--- config.mk ---
export PLATFORM = sky130hd
export DESIGN_NAME = mcu_instruction_execute
export DESIGN_NICKNAME = d
export VERILOG_FILES = /design/src/hw/mcu_exec_pkg.sv /design/src/hw/alu_if.sv /design/src/hw/alu_unit.sv /design/src/hw/mcu_instruction_execute.sv
export SDC_FILE = /design/constraint.sdc
export NUM_CORES = 1
export LEC_CHECK = 0
export BUFFER_PORTS_ARGS = -buffer_cell sky130_fd_sc_hd__buf_2
export CORE_ASPECT_RATIO = 0.75
export CORE_UTILIZATION = 54
export DETAILED_ROUTE_END_ITERATION = 8
export PLACE_DENSITY_LB_ADDON = 0.1
export SETUP_SLACK_MARGIN = 0.1
export SLEW_MARGIN = 20
export SYNTH_ARGS = -nofsm -noshare
export SYNTH_HDL_FRONTEND = slang
export SYNTH_SLANG_ARGS = --single-unit
export TNS_END_PERCENT = 30
--- constraint.sdc ---
create_clock -name clk -period 5.7 [get_ports clk]
set_input_delay 0.57 -clock clk [delete_from_list [all_inputs] [get_ports clk]]
set_output_delay 0.57 -clock clk [all_outputs]
set_load 0.01 [all_outputs]
--- src/hw/mcu_exec_pkg.sv ---
`default_nettype none
package mcu_exec_pkg;

  // ----------------------------------------------------------------
  // Widths and field positions
  // ----------------------------------------------------------------
  localparam int INSTR_W = 14;
  localparam int DATA_W = 8;
  localparam int NIB_W = 4;
  localparam int OPC_HI = 13;
  localparam int OPC_LO = 8;
  localparam int DEST_BIT = 7;
  localparam int FADDR_FIELD_W = 7;
  localparam int RADDR_FIELD_W = 6;
  localparam int LIT_HI = 7;
  localparam int MISC_SEL_HI = 7;
  localparam int MISC_SEL_LO = 6;

  // ----------------------------------------------------------------
  // Opcode field values (bits 13..8)
  // ----------------------------------------------------------------
  localparam logic [5:0] OPC_MISC = 6'h00;
  localparam logic [5:0] OPC_SUB = 6'h02;
  localparam logic [5:0] OPC_IOR_F = 6'h04;
  localparam logic [5:0] OPC_XOR_F = 6'h06;
  localparam logic [5:0] OPC_MOVF = 6'h08;
  localparam logic [5:0] OPC_INC = 6'h0a;
  localparam logic [5:0] OPC_RRC = 6'h0c;
  localparam logic [5:0] OPC_RLC = 6'h0d;
  localparam logic [5:0] OPC_SWAP = 6'h0e;
  localparam logic [5:0] OPC_INC_SKIP = 6'h0f;
  localparam logic [5:0] OPC_RET_LIT = 6'h18;
  localparam logic [5:0] OPC_LOAD_LIT = 6'h19;
  localparam logic [5:0] OPC_IOR_L = 6'h1a;
  localparam logic [5:0] OPC_XOR_L = 6'h1f;
  localparam logic [1:0] MISC_RPLANE = 2'h0;

  // ----------------------------------------------------------------
  // Whole control words
  // ----------------------------------------------------------------
  localparam logic [13:0] WORD_NOP = 14'h0000;
  localparam logic [13:0] WORD_SLEEP = 14'h0003;
  localparam logic [13:0] WORD_WDT_CLR = 14'h0004;
  localparam logic [13:0] WORD_SUB_EXIT = 14'h0040;
  localparam logic [13:0] WORD_IRQ_EXIT = 14'h0060;

  // ----------------------------------------------------------------
  // Reset values
  // ----------------------------------------------------------------
  localparam logic [7:0] ACC_RST = 8'h00;
  localparam logic FLAG_RST = 1'b0;
  localparam logic WDT_FLAG_RST = 1'b1;
  localparam logic SLEEP_FLAG_RST = 1'b1;
  localparam logic IRQ_ALLOW_RST = 1'b0;

  // ----------------------------------------------------------------
  // Types
  // ----------------------------------------------------------------
  typedef enum logic [2:0] {
    ALU_PASS = 3'h0,
    ALU_INC = 3'h1,
    ALU_OR = 3'h2,
    ALU_XOR = 3'h3,
    ALU_SUB = 3'h4,
    ALU_RLC = 3'h5,
    ALU_RRC = 3'h6,
    ALU_SWAP = 3'h7
  } alu_op_type;

  typedef enum logic [1:0] {
    ST_EXEC = 2'b00,
    ST_FLUSH = 2'b01,
    ST_STANDBY = 2'b11
  } exec_state_type;

endpackage
`default_nettype wire

--- src/hw/alu_if.sv ---
`timescale 1ns/1ps
`default_nettype none
interface alu_if;
  import mcu_exec_pkg::*;
  logic [DATA_W-1:0] acc_in;
  logic [DATA_W-1:0] opnd_in;
  alu_op_type op;
  logic carry_in;
  logic [DATA_W-1:0] result;
  logic carry_out;
  logic half_out;
  logic zero_out;
  modport core (output acc_in, opnd_in, op, carry_in,
                input result, carry_out, half_out, zero_out);
  modport unit (input acc_in, opnd_in, op, carry_in,
                output result, carry_out, half_out, zero_out);
endinterface
`default_nettype wire

--- src/hw/alu_unit.sv ---
`timescale 1ns/1ps
`default_nettype none
module alu_unit
  import mcu_exec_pkg::*;
(
  // Operands and results
  alu_if.unit bus
);

  logic [DATA_W:0] diff;
  logic [NIB_W:0] half_diff;

  // ----------------------------------------------------------------
  // Subtraction as operand plus inverted accumulator plus one
  // ----------------------------------------------------------------
  // Carry out of the add is the inverse of borrow, as the flag wants
  assign diff = {1'b0, bus.opnd_in} + {1'b0, ~bus.acc_in}
              + {{DATA_W{1'b0}}, 1'b1};
  assign half_diff = {1'b0, bus.opnd_in[NIB_W-1:0]}
                   + {1'b0, ~bus.acc_in[NIB_W-1:0]}
                   + {{NIB_W{1'b0}}, 1'b1};

  // ----------------------------------------------------------------
  // Result and flag selection
  // ----------------------------------------------------------------
  always_comb begin
    bus.result = bus.opnd_in;
    bus.carry_out = bus.carry_in;
    bus.half_out = 1'b0;
    case (bus.op)
      ALU_PASS: bus.result = bus.opnd_in;
      ALU_INC: bus.result = bus.opnd_in + {{(DATA_W-1){1'b0}}, 1'b1};
      ALU_OR: bus.result = bus.opnd_in | bus.acc_in;
      ALU_XOR: bus.result = bus.opnd_in ^ bus.acc_in;
      ALU_SUB: begin
        bus.result = diff[DATA_W-1:0];
        bus.carry_out = diff[DATA_W];
        bus.half_out = half_diff[NIB_W];
      end
      ALU_RLC: begin
        bus.result = {bus.opnd_in[DATA_W-2:0], bus.carry_in};
        bus.carry_out = bus.opnd_in[DATA_W-1];
      end
      ALU_RRC: begin
        bus.result = {bus.carry_in, bus.opnd_in[DATA_W-1:1]};
        bus.carry_out = bus.opnd_in[0];
      end
      ALU_SWAP: bus.result = {bus.opnd_in[NIB_W-1:0],
                              bus.opnd_in[DATA_W-1:NIB_W]};
      default: bus.result = bus.opnd_in;
    endcase
  end

  assign bus.zero_out = (bus.result == '0);

endmodule // alu_unit
`default_nettype wire

--- src/hw/mcu_instruction_execute.sv ---
// Notes on behaviour
// - Increment file, destination select, zero flag only
// - Increment, skip next when zero, no flags
// - OR literal into accumulator, zero flag
// - OR accumulator with file, chosen destination
// - Copy file register into accumulator
// - Load literal into accumulator, flags kept
// - Store accumulator into file, flags kept
// - Interrupt exit pops stack, allows interrupts
// - Literal exit loads accumulator, pops stack
// - Subroutine exit pops stack into counter
// - Rotate left through carry flag
// - Rotate right through carry flag
// - Sleep enters standby, updates power flags
// - Subtract accumulator from file, three flags
// - Swap file nibbles, flags kept
// - Zero test sets zero flag only
// - XOR literal into accumulator, zero flag
// - XOR accumulator with file, chosen destination
`timescale 1ns/1ps
`default_nettype none
module mcu_instruction_execute
  import mcu_exec_pkg::*;
#(
  parameter int PC_W = 10,
  parameter int FILE_ADDR_W = 7,
  parameter int RPLANE_ADDR_W = 6
) (
  // Clock and reset
  input wire logic clk,
  input wire logic srst,
  // Instruction stream from program memory
  input wire logic [INSTR_W-1:0] instr_word,
  input wire logic instr_valid,
  output logic instr_ready,
  output logic nop_slot,
  // File register port
  output logic [FILE_ADDR_W-1:0] file_raddr,
  input wire logic [DATA_W-1:0] file_rdata,
  output logic file_we,
  output logic [FILE_ADDR_W-1:0] file_waddr,
  output logic [DATA_W-1:0] file_wdata,
  // Write-only register plane
  output logic rplane_we,
  output logic [RPLANE_ADDR_W-1:0] rplane_addr,
  output logic [DATA_W-1:0] rplane_wdata,
  // Return stack and program counter
  input wire logic [PC_W-1:0] stack_head,
  output logic stack_pop,
  output logic pc_load,
  output logic [PC_W-1:0] pc_value,
  // Interrupt control
  input wire logic irq_taken,
  output logic global_irq_allow,
  // Power control
  input wire logic wake_pin,
  output logic standby,
  // Core state
  output logic [DATA_W-1:0] acc_value,
  output logic carry_flag,
  output logic half_nibble_flag,
  output logic result_null_flag,
  output logic watchdog_expiry_flag,
  output logic sleep_entry_flag
);

  // ----------------------------------------------------------------
  // Elaboration checks
  // ----------------------------------------------------------------
  // Address widths cannot exceed the instruction operand fields
  if (FILE_ADDR_W < 1 || FILE_ADDR_W > FADDR_FIELD_W) begin : g_bad_faddr
    $error("FILE_ADDR_W outside the operand field");
  end
  if (RPLANE_ADDR_W < 1 || RPLANE_ADDR_W > RADDR_FIELD_W) begin : g_bad_raddr
    $error("RPLANE_ADDR_W outside the operand field");
  end
  if (PC_W < 1) begin : g_bad_pc
    $error("PC_W must be positive");
  end

  // ----------------------------------------------------------------
  // Declarations
  // ----------------------------------------------------------------
  exec_state_type state_reg;
  exec_state_type state_next;
  logic [DATA_W-1:0] acc_reg;
  logic carry_reg;
  logic half_reg;
  logic zero_reg;
  logic wdt_flag_reg;
  logic sleep_flag_reg;
  logic irq_allow_reg;
  logic file_we_reg;
  logic [FILE_ADDR_W-1:0] file_waddr_reg;
  logic [DATA_W-1:0] file_wdata_reg;
  logic rplane_we_reg;
  logic [RPLANE_ADDR_W-1:0] rplane_addr_reg;
  logic [DATA_W-1:0] rplane_wdata_reg;
  logic stack_pop_reg;
  logic pc_load_reg;
  logic [PC_W-1:0] pc_value_reg;
  logic wake_s1_reg;
  logic wake_s2_reg;
  logic wake_s3_reg;
  logic wake_seen;

  logic [5:0] opc;
  logic dest_file;
  logic [DATA_W-1:0] lit;
  logic [DATA_W-1:0] file_val;
  logic exec_now;

  // Decoded controls
  alu_op_type dec_op;
  logic dec_use_lit;
  logic dec_use_acc;
  logic dec_wr_acc;
  logic dec_wr_file;
  logic dec_upd_z;
  logic dec_upd_c;
  logic dec_upd_dc;
  logic dec_skip;
  logic dec_pop;
  logic dec_irq_exit;
  logic dec_sleep;
  logic dec_rplane;

  alu_if alu_bus ();

  // ----------------------------------------------------------------
  // Instruction fields and operand fetch
  // ----------------------------------------------------------------
  assign opc = instr_word[OPC_HI:OPC_LO];
  assign dest_file = instr_word[DEST_BIT];
  assign lit = instr_word[LIT_HI:0];
  assign file_raddr = instr_word[FILE_ADDR_W-1:0];
  assign exec_now = instr_valid && (state_reg == ST_EXEC);

  // The file write lands one cycle late, so a back-to-back read of
  // the same address takes the pending value instead of stale data
  assign file_val = (file_we_reg && file_waddr_reg == file_raddr)
                  ? file_wdata_reg : file_rdata;

  // ----------------------------------------------------------------
  // Decoder
  // ----------------------------------------------------------------
  always_comb begin
    dec_op = ALU_PASS;
    dec_use_lit = 1'b0;
    dec_use_acc = 1'b0;
    dec_wr_acc = 1'b0;
    dec_wr_file = 1'b0;
    dec_upd_z = 1'b0;
    dec_upd_c = 1'b0;
    dec_upd_dc = 1'b0;
    dec_skip = 1'b0;
    dec_pop = 1'b0;
    dec_irq_exit = 1'b0;
    dec_sleep = 1'b0;
    dec_rplane = 1'b0;
    case (opc)
      OPC_INC: begin
        dec_op = ALU_INC;
        dec_wr_acc = !dest_file;
        dec_wr_file = dest_file;
        dec_upd_z = 1'b1;
      end
      OPC_INC_SKIP: begin
        dec_op = ALU_INC;
        dec_wr_acc = !dest_file;
        dec_wr_file = dest_file;
        dec_skip = 1'b1;
      end
      OPC_IOR_L: begin
        dec_op = ALU_OR;
        dec_use_lit = 1'b1;
        dec_wr_acc = 1'b1;
        dec_upd_z = 1'b1;
      end
      OPC_IOR_F: begin
        dec_op = ALU_OR;
        dec_wr_acc = !dest_file;
        dec_wr_file = dest_file;
        dec_upd_z = 1'b1;
      end
      OPC_MOVF: begin
        // Bit 7 splits the plain copy from the zero test
        dec_wr_acc = !dest_file;
        dec_upd_z = dest_file;
      end
      OPC_LOAD_LIT: begin
        dec_use_lit = 1'b1;
        dec_wr_acc = 1'b1;
      end
      OPC_RET_LIT: begin
        dec_use_lit = 1'b1;
        dec_wr_acc = 1'b1;
        dec_pop = 1'b1;
      end
      OPC_RLC: begin
        dec_op = ALU_RLC;
        dec_wr_acc = !dest_file;
        dec_wr_file = dest_file;
        dec_upd_c = 1'b1;
      end
      OPC_RRC: begin
        dec_op = ALU_RRC;
        dec_wr_acc = !dest_file;
        dec_wr_file = dest_file;
        dec_upd_c = 1'b1;
      end
      OPC_SUB: begin
        dec_op = ALU_SUB;
        dec_wr_acc = !dest_file;
        dec_wr_file = dest_file;
        dec_upd_z = 1'b1;
        dec_upd_c = 1'b1;
        dec_upd_dc = 1'b1;
      end
      OPC_SWAP: begin
        dec_op = ALU_SWAP;
        dec_wr_acc = !dest_file;
        dec_wr_file = dest_file;
      end
      OPC_XOR_L: begin
        dec_op = ALU_XOR;
        dec_use_lit = 1'b1;
        dec_wr_acc = 1'b1;
        dec_upd_z = 1'b1;
      end
      OPC_XOR_F: begin
        dec_op = ALU_XOR;
        dec_wr_acc = !dest_file;
        dec_wr_file = dest_file;
        dec_upd_z = 1'b1;
      end
      OPC_MISC: begin
        if (dest_file) begin
          dec_use_acc = 1'b1;
          dec_wr_file = 1'b1;
        end else if (instr_word == WORD_SUB_EXIT) begin
          dec_pop = 1'b1;
        end else if (instr_word == WORD_IRQ_EXIT) begin
          dec_pop = 1'b1;
          dec_irq_exit = 1'b1;
        end else if (instr_word == WORD_SLEEP) begin
          dec_sleep = 1'b1;
        end else if (instr_word == WORD_NOP
                     || instr_word == WORD_WDT_CLR) begin
          dec_rplane = 1'b0;
        end else if (instr_word[MISC_SEL_HI:MISC_SEL_LO] == MISC_RPLANE) begin
          dec_rplane = 1'b1;
        end
      end
      default: dec_rplane = 1'b0;
    endcase
  end

  // ----------------------------------------------------------------
  // Arithmetic unit
  // ----------------------------------------------------------------
  assign alu_bus.acc_in = acc_reg;
  assign alu_bus.opnd_in = dec_use_lit ? lit
                         : (dec_use_acc ? acc_reg : file_val);
  assign alu_bus.op = dec_op;
  assign alu_bus.carry_in = carry_reg;

  alu_unit u_alu (
    .bus (alu_bus.unit)
  );

  // ----------------------------------------------------------------
  // Wake pin synchroniser
  // ----------------------------------------------------------------
  // Only the second and third stages are looked at; the first may be
  // metastable
  always_ff @(posedge clk) begin
    if (srst) begin
      wake_s1_reg <= 1'b0;
      wake_s2_reg <= 1'b0;
      wake_s3_reg <= 1'b0;
    end else begin
      wake_s1_reg <= wake_pin;
      wake_s2_reg <= wake_s1_reg;
      wake_s3_reg <= wake_s2_reg;
    end
  end

  assign wake_seen = wake_s2_reg && wake_s3_reg;

  // ----------------------------------------------------------------
  // Sequencing: execute, discarded slot, standby
  // ----------------------------------------------------------------
  always_comb begin
    state_next = state_reg;
    case (state_reg)
      ST_EXEC: begin
        if (exec_now && dec_sleep) begin
          state_next = ST_STANDBY;
        end else if (exec_now && (dec_pop
                     || (dec_skip && alu_bus.zero_out))) begin
          state_next = ST_FLUSH;
        end
      end
      ST_FLUSH: begin
        // The fetched word is dropped; this is the second cycle
        if (instr_valid) begin
          state_next = ST_EXEC;
        end
      end
      ST_STANDBY: begin
        if (wake_seen) begin
          state_next = ST_EXEC;
        end
      end
      default: state_next = ST_EXEC;
    endcase
  end

  always_ff @(posedge clk) begin
    if (srst) begin
      state_reg <= ST_EXEC;
    end else begin
      state_reg <= state_next;
    end
  end

  // ----------------------------------------------------------------
  // Accumulator
  // ----------------------------------------------------------------
  always_ff @(posedge clk) begin
    if (srst) begin
      acc_reg <= ACC_RST;
    end else if (exec_now && dec_wr_acc) begin
      acc_reg <= alu_bus.result;
    end
  end

  // ----------------------------------------------------------------
  // Arithmetic flags
  // ----------------------------------------------------------------
  always_ff @(posedge clk) begin
    if (srst) begin
      carry_reg <= FLAG_RST;
      half_reg <= FLAG_RST;
      zero_reg <= FLAG_RST;
    end else if (exec_now) begin
      if (dec_upd_c) begin
        carry_reg <= alu_bus.carry_out;
      end
      if (dec_upd_dc) begin
        half_reg <= alu_bus.half_out;
      end
      if (dec_upd_z) begin
        zero_reg <= alu_bus.zero_out;
      end
    end
  end

  // ----------------------------------------------------------------
  // Power and interrupt flags
  // ----------------------------------------------------------------
  always_ff @(posedge clk) begin
    if (srst) begin
      wdt_flag_reg <= WDT_FLAG_RST;
      sleep_flag_reg <= SLEEP_FLAG_RST;
    end else if (exec_now && dec_sleep) begin
      wdt_flag_reg <= 1'b1;
      sleep_flag_reg <= 1'b0;
    end
  end

  // An exit landing in the same cycle as an accepted interrupt wins,
  // so the allow bit is never lost on the way out
  always_ff @(posedge clk) begin
    if (srst) begin
      irq_allow_reg <= IRQ_ALLOW_RST;
    end else if (exec_now && dec_irq_exit) begin
      irq_allow_reg <= 1'b1;
    end else if (irq_taken) begin
      irq_allow_reg <= 1'b0;
    end
  end

  // ----------------------------------------------------------------
  // File register write
  // ----------------------------------------------------------------
  always_ff @(posedge clk) begin
    if (srst) begin
      file_we_reg <= 1'b0;
      file_waddr_reg <= '0;
      file_wdata_reg <= '0;
    end else begin
      file_we_reg <= exec_now && dec_wr_file;
      if (exec_now && dec_wr_file) begin
        file_waddr_reg <= file_raddr;
        file_wdata_reg <= alu_bus.result;
      end
    end
  end

  // ----------------------------------------------------------------
  // Register plane write
  // ----------------------------------------------------------------
  always_ff @(posedge clk) begin
    if (srst) begin
      rplane_we_reg <= 1'b0;
      rplane_addr_reg <= '0;
      rplane_wdata_reg <= '0;
    end else begin
      rplane_we_reg <= exec_now && dec_rplane;
      if (exec_now && dec_rplane) begin
        rplane_addr_reg <= instr_word[RPLANE_ADDR_W-1:0];
        rplane_wdata_reg <= acc_reg;
      end
    end
  end

  // ----------------------------------------------------------------
  // Return stack pop and counter load
  // ----------------------------------------------------------------
  always_ff @(posedge clk) begin
    if (srst) begin
      stack_pop_reg <= 1'b0;
      pc_load_reg <= 1'b0;
      pc_value_reg <= '0;
    end else begin
      stack_pop_reg <= exec_now && dec_pop;
      pc_load_reg <= exec_now && dec_pop;
      if (exec_now && dec_pop) begin
        pc_value_reg <= stack_head;
      end
    end
  end

  // ----------------------------------------------------------------
  // Outputs
  // ----------------------------------------------------------------
  // Standby refuses fetches; the flush slot still takes one to drop
  assign instr_ready = (state_reg != ST_STANDBY);
  assign nop_slot = (state_reg == ST_FLUSH);
  assign standby = (state_reg == ST_STANDBY);
  assign file_we = file_we_reg;
  assign file_waddr = file_waddr_reg;
  assign file_wdata = file_wdata_reg;
  assign rplane_we = rplane_we_reg;
  assign rplane_addr = rplane_addr_reg;
  assign rplane_wdata = rplane_wdata_reg;
  assign stack_pop = stack_pop_reg;
  assign pc_load = pc_load_reg;
  assign pc_value = pc_value_reg;
  assign global_irq_allow = irq_allow_reg;
  assign acc_value = acc_reg;
  assign carry_flag = carry_reg;
  assign half_nibble_flag = half_reg;
  assign result_null_flag = zero_reg;
  assign watchdog_expiry_flag = wdt_flag_reg;
  assign sleep_entry_flag = sleep_flag_reg;

endmodule // mcu_instruction_execute
`default_nettype wire

==> flow_summary.yaml, run 1 <==
run_status:
  outcome: "completed"
drt:
  drc: 0
  drt_iter0_drc: 469
  vias: 4481
  antenna_left: 0
  wl_per_cell_um: 19.3
  via_per_inst: 6.12
  wirelength_um: 14100
  firstDrtPassIters: 5
worst_hold_path:
  hold_start: "wake_pin"
  whs_path_depth: 2
  min_path_type: "input pin to flop"
  hold_end: "wake_s1_reg"
place:
  placed_cell_area_um2: 4630
  globalplace.congestion: 0.967
  dpl.hpwl_um: 10500
  port_buffers: 102
yosys:
  yosys_register_bits: 60
  synth_enable_flop_cells: 0
  synthFlopType: "dfxtp_1"
  synth.distinct_cells: 78
  ys_seq_area_share_pct: 28.9
  syn_area_per_cell_um2: 7.58
  syn_area_um2: 4160
  async_flop_share_pct: 0
  syn_inst: 549
  syn_nets: 605
  synth_warnings: 0
timing:
  fmax_mhz: 205
  relSlewSlack_pct: 33.7
  period_minus_slack_ns: 4.87
  min_period_over_period_pct: 85.5
  final.setup.tns_ns: 0
  setup_viol_count_final: 0
  worst-slew-pin-transition_ns: 0.991
  rsz0062_at_grt: "no"
  drv_slew: 0
  final_hold_viol_count: 0
  clock_skew_ns: 0.0158
  hold_ws_ns: 0.438
clocking:
  clock_latency_ns: 0.34
  h-tree-depth: 3
  cts_resized: 0
  cts.sinks: 60
  ctsLongestPathBuffers: 2
  cts-buffers-inserted: 9
  clock-root-buffer: "clkbuf_8"
  post_cts_buffers: 0
  cts_hold_repair.buffers: 0
  cts_tree: "yes"
  path_clk_slew_ns: 0.07
global_routing:
  overflow: 0
  grt_max_degree: 62
  grt_pass1_vias: 3968
  grtUsageTotal_pct: 36.0
  grt_first_pass_wirelength_um: 21500
  antenna_found_initial: 0
setup_path:
  arrival_ns: 5.12
  r2r-end: "result_null_flag"
  criticalPathCategory: "input pin to flop"
  reg2reg_slack_ns: 1.01
  crit_path_end_kind: "flop"
  critPathLaunchType: "input pin"
  reg2reg_from: "file_waddr[5]"
  cp.required_ns: 5.94
  reg2regPathDepth: 15
  worst-path-max-fanout: 21
floorplanning:
  start_util_pct: 56.2
  die_w_um: 103
  num_rows: 27
  die_h_um: 78.0
  io_pins: 104
  die_area_um2: 8060
  core_um2: 7400
power:
  power.density_nw_per_um2: 218
  p_leak_nw: 2.02
  total_power_mw: 1.06
  vdd_drop_max_uv: 157
finish:
  diodes: 0
  layout-drive-gt1-share_pct: 23.9
  largest_register_ffs: 10
  nets: 682
  n_fill_cell: 653
  postLayoutCellArea_um2: 4850
  syn2layout_area_growth_pct: 16.5
  final_util_pct: 65.5
job:
  maxCapViolCount: 0
## metrics by stage
step,instances,setup slack [ns]
floorplan,549,1.37
finish,732,0.826
global placement,716,0.751
global route,732,0.570
detailed placement,716,0.593
CTS,732,0.919
## how the worst max path moves through the flow
| stage | startpoint | endpoint | slack (ns) | cells after the start |
|---|---|---|---|---|
| 6_report | instr_word[9] | result_null_flag | 0.83 | 17 |
| 5_1_grt | instr_word[9] | result_null_flag | 0.57 | 17 |
| 4_1_cts | instr_word[9] | result_null_flag | 0.92 | 17 |
| 3_5_place_dp | instr_word[9] | result_null_flag | 0.59 | 17 |
| 3_3_place_gp | instr_word[9] | state_reg[0] | 0.75 | 17 |
| 2_1_floorplan | instr_word[9] | state_reg[0] | 1.37 | 18 |
## cells in the mapped netlist (4+ instances only)
| cell | n | share of area (%) |
|---|---|---|
| a211oi_1 | 4 | 0.72 |
| a21o_1 | 4 | 0.72 |
| a21oi_1 | 50 | 6.0 |
| a221oi_1 | 5 | 1.1 |
| a31oi_1 | 5 | 0.75 |
| and3_1 | 6 | 0.90 |
| buf_2 | 10 | 1.2 |
| buf_4 | 9 | 1.6 |
| clkbuf_1 | 21 | 1.9 |
| dfxtp_1 | 60 | 29 |
| ha_1 | 18 | 5.4 |
| inv_1 | 22 | 2.0 |
| mux2i_1 | 17 | 4.1 |
| nand2_1 | 92 | 8.3 |
| nand3_1 | 16 | 1.9 |
| nand3b_1 | 4 | 0.72 |
| nand4_1 | 4 | 0.60 |
| nor2_1 | 48 | 4.3 |
| nor2b_1 | 11 | 1.7 |
| nor3_1 | 12 | 1.4 |
| nor4_1 | 10 | 1.5 |
| o211ai_1 | 5 | 0.90 |
| o21ai_0 | 15 | 1.8 |
| o22ai_1 | 10 | 1.5 |
| or2_2 | 4 | 0.60 |
| xnor2_1 | 7 | 1.5 |
## critical path, cell delays in order
cell	delay, ns
buf_2	0.20
nor4_1	0.36
and3_1	0.52
a221oi_1	0.17
a21oi_2	0.38
inv_1	0.15
ha_1	0.20
nand3b_1	0.17
a211oi_1	0.46
nor3_1	0.11
a2111oi_0	0.44
and4b_1	0.29
o211a_1	0.16
a221oi_1	0.08
nor2_1	0.12
or4b_4	0.49
o41ai_2	0.21
## where the power goes
group / internal (mW) / switching [mW] / leakage (nW) / total (mW)
clock: 0.246 / 0.179 / 0.102 / 0.426
sequential: 0.424 / 0.00612 / 0.484 / 0.430
combinational: 0.0697 / 0.130 / 1.43 / 0.199
total: 0.740 / 0.315 / 2.02 / 1.06
## cell usage in the layout (no fill, tap or decap), drive strengths merged, types with 3 or more instances in the layout
| cell type | count |
|---|---|
| buf | 109 |
| nand2 | 92 |
| dfxtp | 60 |
| a21oi | 53 |
| nor2 | 48 |
| inv | 22 |
| o21ai | 21 |
| ha | 18 |
| mux2i | 17 |
| nand3 | 16 |
| nor3 | 13 |
| nor2b | 11 |
| nor4 | 10 |
| o22ai | 10 |
| clkbuf | 10 |
| xnor2 | 7 |
| and3 | 6 |
| a31oi | 6 |
| a221oi | 5 |
| o211ai | 5 |
| or2 | 5 |
| xor2 | 5 |
| nand3b | 4 |
| nand4 | 4 |
| a211oi | 4 |
| a21o | 4 |
| a2bb2oi | 4 |
| nor4b | 3 |
| nand2b | 3 |
| a311oi | 3 |
| o221ai | 3 |
| a21boi | 3 |
| or4b | 3 |
| clkinv | 3 |
## final cells by class
cell class                      count  area [um^2]  share of cell area (%)
Clock buffer                       10          128                    2.63
Inverter                           23         87.6                    1.81
Multi-Input combinational cell    423         2650                    54.7
Sequential cell                    60         1200                    24.8
Clock inverter                      6         88.8                    1.83
Timing Repair Buffer              109          566                    11.7
Tap cell                          101          126                    2.61
## cell families (layout without fill, tap and decap cells)
family	Yosys count	in the layout	share of synthesized area (%)
mux	18	18	4.36
flops	60	60	28.9
buf+inv	66	148	7.46
compound gates	146	146	24.0
fa+ha+maj	19	19	5.89
other cells	1	1	0.0901
simple gates	227	227	26.4
xor+xnor	12	12	2.89
## routing by layer
layer  global-route usage [%]  routed length (um)  up-vias
li1                         -                   -     2107
met1                     53.8                6220     2064
met2                     49.5                5800      273
met3                     7.21                1680       37
met4                     14.6                 403        0
met5                        0                   0        -
Note: power is estimated with default switching activity, not from simulation.
==> inputs of run 2 (changes only) <==
==> constraint.sdc (replaced) <==
create_clock -name clk -period 5.7 [get_ports clk]
set_input_delay 0.855 -clock clk [delete_from_list [all_inputs] [get_ports clk]]
set_output_delay 0.855 -clock clk [all_outputs]
set_load 0.01 [all_outputs]
==> run 2 against run 1 <==
Design area barely moved. Core utilization is 0.051 points lower. Die area unchanged. Combinational power grew 2%. Global-route usage rose by 1.4 points. Setup slack worse by 0.24 ns. Clock power decreased by 10%. Critical endpoint unchanged.
==> flow_summary.yaml, run 2 (synthesis gave the netlist of run 1 again) <==
run_status:
  outcome: "completed"
floorplanning:
  die_w_um: 103
  die_area_um2: 8060
  core_um2: 7400
  num_rows: 27
  start_util_pct: 56.2
  die_h_um: 78.0
  io_pins: 104
clocking:
  post_cts_buffers: 0
  cts_tree: "yes"
  cts_resized: 0
  h-tree-depth: 3
  ctsLongestPathBuffers: 2
  cts-buffers-inserted: 9
  cts.sinks: 60
  clock-root-buffer: "clkbuf_8"
  path_clk_slew_ns: 0.08
  cts_hold_repair.buffers: 0
  clock_latency_ns: 0.34
place:
  dp.cells: 719
  globalplace.congestion: 0.958
  port_buffers: 102
  placed_cell_area_um2: 4650
  dpl.hpwl_um: 10900
global_routing:
  antenna_found_initial: 0
  grt_max_degree: 62
  grtUsageTotal_pct: 37.3
  grt_first_pass_wirelength_um: 22400
  overflow: 0
  grt_pass1_vias: 4155
timing:
  worst-slew-pin-transition_ns: 0.880
  period_minus_slack_ns: 5.11
  rsz0062_at_grt: "no"
  min_period_over_period_pct: 89.7
  drv_slew: 0
  clock_skew_ns: 0.0159
  final_hold_viol_count: 0
  setup_viol_count_final: 0
  relSlewSlack_pct: 41.1
  fmax_mhz: 196
  final.setup.tns_ns: 0
drt:
  firstDrtPassIters: 5
  vias: 4562
  wl_per_cell_um: 19.7
  wirelength_um: 14400
  drc: 0
  drt_iter0_drc: 440
  antenna_left: 0
  via_per_inst: 6.22
setup_path:
  cp.required_ns: 5.94
  crit_path_end_kind: "flop"
  criticalPathCategory: "input pin to flop"
  critPathLaunchType: "input pin"
  arrival_ns: 5.36
  worst-path-max-fanout: 16
power:
  total_power_mw: 1.02
  clkPwrFrac_pct: 37.6
  power.density_nw_per_um2: 210
  p_leak_nw: 2.03
  seqPwrFrac_pct: 42.4
  p_int_mw: 0.704
  power_switching_share_pct: 30.6
  power.switching_mw: 0.311
  p_comb_share_pct: 20.0
  vdd_drop_max_uv: 129
finish:
  fin_cells: 734
  layout-drive-gt1-share_pct: 24.3
  syn2layout_area_growth_pct: 16.4
  final_cell_mix: "buf_2, nand2_1, dfxtp_1"
  diodes: 0
  final_common_cell: "buf_2"
  largest_register_ffs: 10
  nets: 685
  postLayoutCellArea_um2: 4840
worst_hold_path:
  min_path_type: "flop to flop"
job:
  maxCapViolCount: 0
## run 2: layout make-up
cell class / instances / area [um^2]
Multi-Input combinational cell: 423 / 2650
Fill cell: 624 / 2560
Sequential cell: 60 / 1200
Timing Repair Buffer: 112 / 588
Clock buffer: 10 / 138
Tap cell: 101 / 126
Inverter: 23 / 87.6
Clock inverter: 5 / 52.6
## run 2: worst max-delay path: stages
cell and delay [ns]:
buf_2 0.23, and3b_1 0.26, nor3_4 0.44, a221oi_1 0.22
a21oi_2 0.38, inv_1 0.14, ha_1 0.20, nand3b_1 0.18
a211oi_1 0.46, nor3_1 0.10, a2111oi_0 0.53, and4b_1 0.30
o211a_1 0.15, a221oi_1 0.07, nor2_1 0.11, or4b_4 0.49
o41ai_2 0.22
## run 2: routing by layer
metal	vias up	share of wire [%]	global-route usage [%]
met5	-	0	0
met4	0	1.8	11.3
met3	25	12	9.80
met2	317	42	53.3
met1	2109	44	54.4
li1	2111	-	-
## run 2: final timing paths
check / startpoint / end / slack [ns] / cells after the start
worst max-delay path: instr_word[10] / result_null_flag / 0.59 / 17
worst min-delay path: rplane_wdata[5] / rplane_wdata[5] / 0.45 / 2
worst max register to register: file_waddr[5] / result_null_flag / 1.09 / 15
worst min register to register: rplane_wdata[5] / rplane_wdata[5] / 0.45 / 2
## run 2: metrics by stage
stage                     hold WS, ns  util [%]  worst slack (ns)
after floorplan                 0.414         -              1.08
after global placement          0.415      62.8             0.638
after detailed placement        0.440      62.8             0.338
after CTS                       0.450      65.4             0.692
after global routing            0.471      65.4             0.290
final                           0.450      65.4             0.588
## run 2: power groups by stage
stage	logic [mW]	registers, mW	clock network [mW]
after floorplan	0.134	0.439	0
after global placement	0.192	0.440	0
after detailed placement	0.196	0.440	0
after CTS	0.197	0.430	0.389
after global routing	0.219	0.431	0.403
final	0.203	0.430	0.382
